===== src/pbfm_defines.svh =====
`ifndef PBFM_DEFINES_SVH
`define PBFM_DEFINES_SVH

// Register offsets on the plain register port.
`define PBFM_ADDR_W 4
`define PBFM_OFF_B_PULLUP 4'h0
`define PBFM_OFF_B_PER 4'h1
`define PBFM_OFF_B_DDR 4'h2
`define PBFM_OFF_B_DATA 4'h3
`define PBFM_OFF_B_PIN 4'h4
`define PBFM_OFF_F_PULLUP 4'h5
`define PBFM_OFF_F_PER 4'h6
`define PBFM_OFF_F_DDR 4'h7
`define PBFM_OFF_F_DATA 4'h8
`define PBFM_OFF_F_PIN 4'h9
`define PBFM_OFF_CLKOUT_SEL 4'hA
`define PBFM_OFF_BUS_CTRL 4'hB

// Field positions.
`define PBFM_SHARED_PIN 4
`define PBFM_DRV_BIT 0

// Reset values.
`define PBFM_RST_B_PULLUP 5'h1F
`define PBFM_RST_B_PER 5'h1F
`define PBFM_RST_B_DDR 5'h00
`define PBFM_RST_B_DATA 5'h00
`define PBFM_RST_F_PULLUP 4'hF
`define PBFM_RST_F_PER 4'hF
`define PBFM_RST_F_DDR 4'h0
`define PBFM_RST_F_DATA 4'h0
`define PBFM_RST_CLKOUT_SEL 1'h0
`define PBFM_RST_BUS_CTRL 1'h0

`endif


===== src/pbfm_pkg.sv =====
package pbfm_pkg;

    // Function that the shared address/clock pin carries.
    typedef enum logic [1:0] {
        PBFM_FN_GPIO,
        PBFM_FN_ADDR,
        PBFM_FN_CLK
    } pbfm_fn_e;

endpackage


===== src/pbfm_pin_cell.sv =====
`timescale 1ns/1ps
`default_nettype none

// One shared pin: GPIO or peripheral drive, registered outputs, synchronised input.
module pbfm_pin_cell (
    input wire logic clk_sys,
    input wire logic rstn,
    input wire logic gpio_sel,
    input wire logic gpio_dir_out,
    input wire logic gpio_data,
    input wire logic periph_out,
    input wire logic periph_oe,
    input wire logic pullup_en,
    input wire logic pad_in,
    output logic pad_out,
    output logic pad_oe,
    output logic pad_pullup,
    output logic pin_sync
);

    logic meta_q;
    logic sync_q;

    always_ff @(posedge clk_sys or negedge rstn) begin
        if (!rstn) begin
            pad_out <= 1'h0;
            pad_oe <= 1'h0;
        end else if (gpio_sel) begin
            pad_out <= gpio_data;
            pad_oe <= gpio_dir_out;
        end else begin
            pad_out <= periph_out;
            pad_oe <= periph_oe;
        end
    end

    always_ff @(posedge clk_sys or negedge rstn) begin
        if (!rstn) begin
            pad_pullup <= 1'h1;
        end else begin
            pad_pullup <= pullup_en;
        end
    end

    always_ff @(posedge clk_sys or negedge rstn) begin
        if (!rstn) begin
            meta_q <= 1'h0;
            sync_q <= 1'h0;
        end else begin
            meta_q <= pad_in;
            sync_q <= meta_q;
        end
    end

    assign pin_sync = sync_q;

endmodule

`default_nettype wire


===== src/pbfm_port_b_f_mux.sv =====
// The implementer's own choices: strobed register access and the register addresses.
`timescale 1ns/1ps
`default_nettype none
`include "pbfm_defines.svh"

module pbfm_port_b_f_mux #(
    parameter int PB_W = 5,
    parameter int PF_W = 4
) (
    input wire logic clk_sys,
    input wire logic rstn,
    input wire logic [`PBFM_ADDR_W-1:0] reg_addr,
    input wire logic [15:0] reg_wdata,
    input wire logic reg_wr,
    input wire logic reg_rd,
    output logic [15:0] reg_rdata,
    input wire logic [PB_W-1:0] emi_addr_out,
    input wire logic [PF_W-1:0] emi_data_out,
    input wire logic emi_data_oe,
    input wire logic emi_bus_active,
    input wire logic prescaler_clock,
    input wire logic [PB_W-1:0] pb_pad_in,
    output logic [PB_W-1:0] pb_pad_out,
    output logic [PB_W-1:0] pb_pad_oe,
    output logic [PB_W-1:0] pb_pad_pullup,
    input wire logic [PF_W-1:0] pf_pad_in,
    output logic [PF_W-1:0] pf_pad_out,
    output logic [PF_W-1:0] pf_pad_oe,
    output logic [PF_W-1:0] pf_pad_pullup,
    output logic [PF_W-1:0] emi_data_in,
    output logic emi_ctrl_oe,
    output var pbfm_pkg::pbfm_fn_e shared_pin_fn
);

    // ********************************************************************
    // Registers
    // ********************************************************************
    logic [PB_W-1:0] b_pullup_q;
    logic [PB_W-1:0] b_per_q;
    logic [PB_W-1:0] b_ddr_q;
    logic [PB_W-1:0] b_data_q;
    logic [PF_W-1:0] f_pullup_q;
    logic [PF_W-1:0] f_per_q;
    logic [PF_W-1:0] f_ddr_q;
    logic [PF_W-1:0] f_data_q;
    logic clkout_sel_q;
    logic bus_drive_q;
    logic [PB_W-1:0] b_pin_sync;
    logic [PF_W-1:0] f_pin_sync;

    function automatic logic hit(input logic [`PBFM_ADDR_W-1:0] off);
        hit = reg_wr && (reg_addr == off);
    endfunction

    always_ff @(posedge clk_sys or negedge rstn) begin
        if (!rstn) begin
            b_pullup_q <= PB_W'(`PBFM_RST_B_PULLUP);
            f_pullup_q <= PF_W'(`PBFM_RST_F_PULLUP);
        end else begin
            if (hit(`PBFM_OFF_B_PULLUP)) begin
                b_pullup_q <= reg_wdata[PB_W-1:0];
            end
            if (hit(`PBFM_OFF_F_PULLUP)) begin
                f_pullup_q <= reg_wdata[PF_W-1:0];
            end
        end
    end

    always_ff @(posedge clk_sys or negedge rstn) begin
        if (!rstn) begin
            b_per_q <= PB_W'(`PBFM_RST_B_PER);
            f_per_q <= PF_W'(`PBFM_RST_F_PER);
        end else begin
            if (hit(`PBFM_OFF_B_PER)) begin
                b_per_q <= reg_wdata[PB_W-1:0];
            end
            if (hit(`PBFM_OFF_F_PER)) begin
                f_per_q <= reg_wdata[PF_W-1:0];
            end
        end
    end

    always_ff @(posedge clk_sys or negedge rstn) begin
        if (!rstn) begin
            b_ddr_q <= PB_W'(`PBFM_RST_B_DDR);
            f_ddr_q <= PF_W'(`PBFM_RST_F_DDR);
            b_data_q <= PB_W'(`PBFM_RST_B_DATA);
            f_data_q <= PF_W'(`PBFM_RST_F_DATA);
        end else begin
            if (hit(`PBFM_OFF_B_DDR)) begin
                b_ddr_q <= reg_wdata[PB_W-1:0];
            end
            if (hit(`PBFM_OFF_F_DDR)) begin
                f_ddr_q <= reg_wdata[PF_W-1:0];
            end
            if (hit(`PBFM_OFF_B_DATA)) begin
                b_data_q <= reg_wdata[PB_W-1:0];
            end
            if (hit(`PBFM_OFF_F_DATA)) begin
                f_data_q <= reg_wdata[PF_W-1:0];
            end
        end
    end

    always_ff @(posedge clk_sys or negedge rstn) begin
        if (!rstn) begin
            clkout_sel_q <= `PBFM_RST_CLKOUT_SEL;
            bus_drive_q <= `PBFM_RST_BUS_CTRL;
        end else begin
            if (hit(`PBFM_OFF_CLKOUT_SEL)) begin
                clkout_sel_q <= reg_wdata[0];
            end
            if (hit(`PBFM_OFF_BUS_CTRL)) begin
                bus_drive_q <= reg_wdata[`PBFM_DRV_BIT];
            end
        end
    end

    // ********************************************************************
    // Read port
    // ********************************************************************
    always_ff @(posedge clk_sys or negedge rstn) begin
        if (!rstn) begin
            reg_rdata <= 16'h0000;
        end else if (reg_rd) begin
            unique case (reg_addr)
                `PBFM_OFF_B_PULLUP: reg_rdata <= 16'(b_pullup_q);
                `PBFM_OFF_B_PER: reg_rdata <= 16'(b_per_q);
                `PBFM_OFF_B_DDR: reg_rdata <= 16'(b_ddr_q);
                `PBFM_OFF_B_DATA: reg_rdata <= 16'(b_data_q);
                `PBFM_OFF_B_PIN: reg_rdata <= 16'(b_pin_sync);
                `PBFM_OFF_F_PULLUP: reg_rdata <= 16'(f_pullup_q);
                `PBFM_OFF_F_PER: reg_rdata <= 16'(f_per_q);
                `PBFM_OFF_F_DDR: reg_rdata <= 16'(f_ddr_q);
                `PBFM_OFF_F_DATA: reg_rdata <= 16'(f_data_q);
                `PBFM_OFF_F_PIN: reg_rdata <= 16'(f_pin_sync);
                `PBFM_OFF_CLKOUT_SEL: reg_rdata <= 16'(clkout_sel_q);
                `PBFM_OFF_BUS_CTRL: reg_rdata <= 16'(bus_drive_q);
                default: reg_rdata <= 16'h0000;
            endcase
        end else begin
            reg_rdata <= 16'h0000;
        end
    end

    // ********************************************************************
    // Peripheral drive
    // ********************************************************************
    // Address outputs and the control enable drive while the bus is active or when drive select forces them; port F data also needs emi_data_oe.
    logic bus_drive_en;
    assign bus_drive_en = emi_bus_active || bus_drive_q;

    logic [PB_W-1:0] b_periph_out;
    logic [PB_W-1:0] b_periph_oe;
    always_comb begin
        b_periph_out = emi_addr_out;
        b_periph_oe = {PB_W{bus_drive_en}};
        if (clkout_sel_q) begin
            b_periph_out[`PBFM_SHARED_PIN] = prescaler_clock;
            b_periph_oe[`PBFM_SHARED_PIN] = 1'h1;
        end
    end

    always_ff @(posedge clk_sys or negedge rstn) begin
        if (!rstn) begin
            emi_ctrl_oe <= 1'h0;
            shared_pin_fn <= pbfm_pkg::PBFM_FN_GPIO;
        end else begin
            emi_ctrl_oe <= bus_drive_en;
            if (b_per_q[`PBFM_SHARED_PIN]) begin
                shared_pin_fn <= pbfm_pkg::PBFM_FN_GPIO;
            end else if (clkout_sel_q) begin
                shared_pin_fn <= pbfm_pkg::PBFM_FN_CLK;
            end else begin
                shared_pin_fn <= pbfm_pkg::PBFM_FN_ADDR;
            end
        end
    end

    always_ff @(posedge clk_sys or negedge rstn) begin
        if (!rstn) begin
            emi_data_in <= '0;
        end else begin
            emi_data_in <= f_pin_sync;
        end
    end

    // ********************************************************************
    // Pin cells
    // ********************************************************************
    // On port B peripheral-enable set means GPIO and clear hands the pin to the alternate function; port F is the reverse.
    for (genvar i = 0; i < PB_W; i++) begin : g_pb
        pbfm_pin_cell u_cell (
            .clk_sys(clk_sys),
            .rstn(rstn),
            .gpio_sel(b_per_q[i]),
            .gpio_dir_out(b_ddr_q[i]),
            .gpio_data(b_data_q[i]),
            .periph_out(b_periph_out[i]),
            .periph_oe(b_periph_oe[i]),
            .pullup_en(b_pullup_q[i]),
            .pad_in(pb_pad_in[i]),
            .pad_out(pb_pad_out[i]),
            .pad_oe(pb_pad_oe[i]),
            .pad_pullup(pb_pad_pullup[i]),
            .pin_sync(b_pin_sync[i])
        );
    end

    for (genvar j = 0; j < PF_W; j++) begin : g_pf
        pbfm_pin_cell u_cell (
            .clk_sys(clk_sys),
            .rstn(rstn),
            .gpio_sel(!f_per_q[j]),
            .gpio_dir_out(f_ddr_q[j]),
            .gpio_data(f_data_q[j]),
            .periph_out(emi_data_out[j]),
            .periph_oe(emi_data_oe && bus_drive_en),
            .pullup_en(f_pullup_q[j]),
            .pad_in(pf_pad_in[j]),
            .pad_out(pf_pad_out[j]),
            .pad_oe(pf_pad_oe[j]),
            .pad_pullup(pf_pad_pullup[j]),
            .pin_sync(f_pin_sync[j])
        );
    end

endmodule

`default_nettype wire


===== config.mk =====
export PLATFORM = sky130hd
export DESIGN_NAME = pbfm_port_b_f_mux
export DESIGN_NICKNAME = d
export VERILOG_FILES = /design/src/pbfm_pkg.sv /design/src/pbfm_pin_cell.sv /design/src/pbfm_port_b_f_mux.sv
export VERILOG_INCLUDE_DIRS = /design/src
export SDC_FILE = /design/constraint.sdc
export NUM_CORES = 1
export LEC_CHECK = 0
export BUFFER_PORTS_ARGS = -buffer_cell sky130_fd_sc_hd__buf_2
export CAP_MARGIN = 20
export CORE_UTILIZATION = 27
export DETAILED_ROUTE_END_ITERATION = 8
export MAX_ROUTING_LAYER = met4
export PLACE_DENSITY = 0.55
export SETUP_SLACK_MARGIN = 0.02
export SYNTH_ARGS = -nofsm -noshare
export SYNTH_HDL_FRONTEND = slang
export SYNTH_SLANG_ARGS = --single-unit

===== constraint.sdc =====
create_clock -name clk_sys -period 2.8 [get_ports clk_sys]
set_clock_uncertainty 0.1 [all_clocks]
set_input_delay 0.42 -clock clk_sys [delete_from_list [all_inputs] [get_ports clk_sys]]
set_output_delay 0.42 -clock clk_sys [all_outputs]
set_load 0.05 [all_outputs]

; Word-level counts from Yosys, hierarchy flattened
; Index checks and enable logic that the tools add are counted.
[word_totals]
ff_bits = 106
input_bits = 45
output_inout_bits = 50
elab_cells = 107
[classes]
n_eq_ne = 11
mux = 24
n_reduce_logical = 13
[ops]
columns = operator, count
row1 = one-hot mux 5 bit (12 select lines), 1
row2 = 2-to-1 mux 1 bit, 20
row3 = "equality test 4 x 3 -> 1 bit, second input constant", 4
row4 = "equality test 4 bit, second input constant", 4
row5 = 2-to-1 mux 16 bit, 1
row6 = logical AND 1 bit, 11
row7 = "equality test 4 x 2 -> 1 bit, second input constant", 2
row8 = "equality test 4 x 1 -> 1 bit, second input constant", 1
row9 = logical NOT 4 bit, 1
row10 = 2-to-1 mux 2 bit, 2
row11 = logical OR 1 bit, 1

; Longest topological paths before layout
[logic_depth]
ltp_word = 3
depth_mapped = 6
ltp_nobuf = 4

; Cells and area by module
; From an unflattened synthesis, not the netlist that was laid out.
[hier_totals]
hier_cells = 264
hier_area_um2 = 3837.4
[modules_own_cells]
columns = module, n_inst, cells_each, area_each_um2, seq_area_each_um2
row1 = pbfm_port_b_f_mux, 1, 201, 2497.4, 1273.7
row2 = pbfm_pin_cell, 9, 7, 148.9, 126.4

; Worst setup path before layout
; Ideal clock, no wire load.
[synth_timing]
path_kind = input port to flip-flop
start = in reg_addr[1]
end = reg b_data_q[0]
setup_time_ps = 125
arrival_time_ps = 1400
t_required_ps = 2575
setup_slack_ps = 1175
path_stages = 5
path_buffers = 2
path_cell_list = buf_4 > buf_6 > nand2_1 > nor2b_4 > mux2_2
[synth_via]
elab_chain_cells = 2
[synth_rtl]
columns = element, line
row1 = from (decl), pbfm_port_b_f_mux.sv:12  ; input wire logic [`PBFM_ADDR_W-1:0] reg_addr,
row2 = equality test 4 x 2 -> 1 bit, pbfm_port_b_f_mux.sv:52  ; hit = reg_wr && (reg_addr == off);
row3 = logical AND 1 bit, pbfm_port_b_f_mux.sv:52
row4 = to (signal assigned), pbfm_port_b_f_mux.sv:87  ; b_data_q <= PB_W'(`PBFM_RST_B_DATA);
row5 = to (signal assigned), pbfm_port_b_f_mux.sv:97  ; b_data_q <= reg_wdata[PB_W-1:0];
row6 = to (decl), pbfm_port_b_f_mux.sv:41  ; logic [PB_W-1:0] b_data_q;
; Every way passes these cells.
; A chain may end at the register's enable or synchronous reset.

; Final worst setup path
[layout_timing]
start = in reg_addr[3]
end = reg f_data_q[3]
[layout_via]
elab_chain_cells = 2
[layout_rtl]
columns = element, line
row1 = equality test 4 bit, pbfm_port_b_f_mux.sv:52
row2 = logical AND 1 bit, pbfm_port_b_f_mux.sv:52
row3 = to (signal assigned), pbfm_port_b_f_mux.sv:88  ; f_data_q <= PF_W'(`PBFM_RST_F_DATA);
row4 = to (signal assigned), pbfm_port_b_f_mux.sv:100  ; f_data_q <= reg_wdata[PF_W-1:0];
row5 = to (decl), pbfm_port_b_f_mux.sv:45  ; logic [PF_W-1:0] f_data_q;
; Every way passes these cells.

==> results by group <==
Die
  • Die span in y: 124.9 um
  • Ports: 95
  • Rows: 44
  • Die width: 124.9 um
  • Core ar.: 14640 sq um
  • Total Die Area: 15590 sq um
  • Starting density of the core: 27.84%

Drt
  • Total Wirelength: 8.785 mm
  • Via count: 2288
  • Post-DR wirelength/cell: 16.83 um
  • DR DRC count: 14
  • Antenna-violating nets left: 0
  • DRT Pass-1 Iters: 6
  • Routed vias/inst: 4.383
  • Iter 0 DRT Violations: 85

Power and ir drop
  • Leakage: 2.044 nW
  • VDD IR max: 0.0002771 V
  • Power density over cell area: 870.6 nW/um^2

STA
  • Fin. Hold Viols: 0
  • Slew Viols, Final: 0
  • RSZ-0062 raised after global routing: no
  • Setup TNS Final: 0 ns
  • Final worst-path cycle share: 60.91%
  • Hold WS: 0.07731 ns
  • Max frequency: 586.4 MHz
  • Slew margin rel.: 57.97%
  • Worst Tran Pin Value: 0.6248 ns
  • Min cycle time layout: 1.705 ns
  • Final setup vio count: 0

Place
  • I/O Buffers: 72
  • Placed instance area: 4363 sq um
  • Final Wtd Congestion: 0.8887
  • Final HPWL DP: 6.274 mm

Logic synthesis
  • Top cells by area, synth: dfrtp_1 42%, dfstp_2 17%, mux2_2 17%
  • FFs w/ async S/R, synth: 100.0%
  • Syn Std Cell Area: 4076 sq um
  • Most numerous cell in the Yosys netlist: dfrtp_1
  • Synth area leader: dfrtp_1
  • Syn. warnings: 0
  • Post-synth top area share: 41.74%
  • FF+latch count, synth: 95
  • Register area share after synthesis: 59.15%
  • Mapped Avg Cell Area: 14.30 sq um
  • Mapped Cells: 285
  • Main synth FF type: dfrtp_1
  • Post-synth EDFFs: 0
  • Most frequent cells after synthesis: 68 x dfrtp_1, 61 x mux2_2, 42 x buf_4
  • Yosys cell types: 47

Critical path
  • Crit path DAT: 1.83 ns
  • Critical path class: in2reg
  • Slowest stage delay, CP: 0.39 ns
  • Crit-path cells: buf_2 -> and2b_1 -> nand2_1 -> nor3_4 -> mux2_2
  • Worst path top cell family by delay: simple AND/OR/NAND/NOR gates
  • FF-to-FF Start: bus_drive_q
  • CP startpoint: reg_addr[3]
  • Worst setup EP type: register
  • Crit path max fanout: 16
  • CP max stage cell: mux2_2
  • Critical Path Start Type: input pin
  • Buffer and inverter count on the worst path: 1
  • Crit path required time: 2.92 ns

Finish
  • Cell area after layout: 4668 sq um
  • Fin util: 31.88%
  • Layout cells sized above 1: 57.10%
  • Area grow syn2layout: 14.52%
  • Antenna cells: 0
  • Final nets: 378

Outcome
  • Status: finished with violations
  • Failing checks: design-rule violations

Global route
  • Largest net degree at the start of global routing: 64
  • GR Overflow Total: 0
  • All-Layer GR Usage: 12.28%
  • First-pass GRT wire length: 13.77 mm
  • Antenna violations before repair: 0
  • Vias in the first global route: 2396

Clocking
  • # resized after CTS: 0
  • Clock buffer depth: 2
  • Worst-path clk slew: 0.07 ns
  • Root Buffer: clkbuf_16
  • Clock Sinks: 95
  • TritonCTS clock tree: done
  • Worst-Skew Late Latency: 0.34 ns
  • Hold-fix buffers, CTS: 1
  • H-tree Lvls: 3
  • Post-CTS Setup Repair Bufs: 0
  • CTS Buf Count: 9

Worst hold path
  • Worst Hold Class: in2reg
  • HP Start: pb_pad_in[0]

Run
  • Max Cap Viol: 0
==> layout make-up <==
type	instances	area [sq um]
well taps	184	230.2
clock buffers	12	266.5
repair buffers	74	392.9
multi-input cells	151	1331
fillers	1477	9976
flip-flops and latches	95	2411
clock inverters	4	28.78
inverters	2	7.507
==> cells by family (layout without fill, tap and decap cells) <==
group | Yosys count | count (layout) | synth area share (%)
buf+inv | 49 | 92 | 9.116
mux | 69 | 69 | 19.24
compound gates | 23 | 23 | 4.359
simple gates | 48 | 48 | 8.042
other cells | 1 | 11 | 0.09199
flops | 95 | 95 | 59.15
==> final timing paths <==
| check | to | slack (ns) | cells past startpoint |
|---|---|---|---|
| setup / recovery | f_data_q[3] | 1.09 | 5 |
| hold / removal | g_pb[0].u_cell.meta_q | 0.08 | 1 |
| setup reg to reg | g_pf[0].u_cell.pad_oe | 1.25 | 3 |
| hold reg to reg | g_pf[0].u_cell.pin_sync | 0.25 | 0 |
| max in group asynchronous | b_per_q[2] | 1.40 | 3 |
| min in group asynchronous | g_pf[0].u_cell.pad_oe | 0.47 | 2 |
==> metal layers <==
layer,up-vias,track usage [%],wire (um)
li1,1047,-,-
met1,1150,15.93,4115
met2,77,17.94,4014
met3,14,3.436,474
met4,0,5.165,180
met5,-,-,0
==> worst register-to-register path, stage by stage (launching register included) <==
cell and delay (ns):
dfrtp_1 0.40, or2_2 0.42, and2_1 0.24, mux2_2 0.28
==> stage by stage <==
| stage | setup slack [ns] | std cells | total power [mW] |
|---|---|---|---|
| after CTS | 1.118 | 522 | 4.120 |
| after floorplan | 1.175 | 295 | 2.774 |
| after global routing | 1.039 | 522 | 4.253 |
| after global placement | 0.7673 | 505 | 2.903 |
| after detailed placement | 0.7684 | 505 | 2.913 |
| final | 1.095 | 522 | 4.064 |
==> registers in the layout, summed over array words and instances, names as in the netlist, 5 cells and up <==
register,flops
b_data_q,5
b_ddr_q,5
b_per_q,5
b_pullup_q,5
g_pb.u_cell.meta_q,5
g_pb.u_cell.pad_oe,5
g_pb.u_cell.pad_out,5
g_pb.u_cell.pad_pullup,5
g_pb.u_cell.pin_sync,5
reg_rdata,5
==> power breakdown <==
part / switching, mW / internal (mW)
Sequential: 0.166 / 1.70
Clock: 0.511 / 0.675
Combinational: 0.685 / 0.331
Total: 1.36 / 2.70
==> cell usage in the layout (no fill, tap or decap), types with 2 or more instances in the layout <==
master       n
nor2_1       5
clkinvlp_4   2
buf_2       71
a22oi_1      3
nor2b_4      2
nand3_1      5
dfrtp_1     68
nand2b_1     3
nor2_4       4
nand3b_1     2
mux2i_1      6
o31a_1       2
conb_1      11
clkbuf_8     3
nor3_1       3
a21oi_1      5
and2b_1      2
dfstp_2     27
clkbuf_16    9
a32oi_1      3
nand2_1      7
nor2b_1      3
mux2_2      61
and3_1       2
No activity file was read; power rests on OpenSTA's default activity.
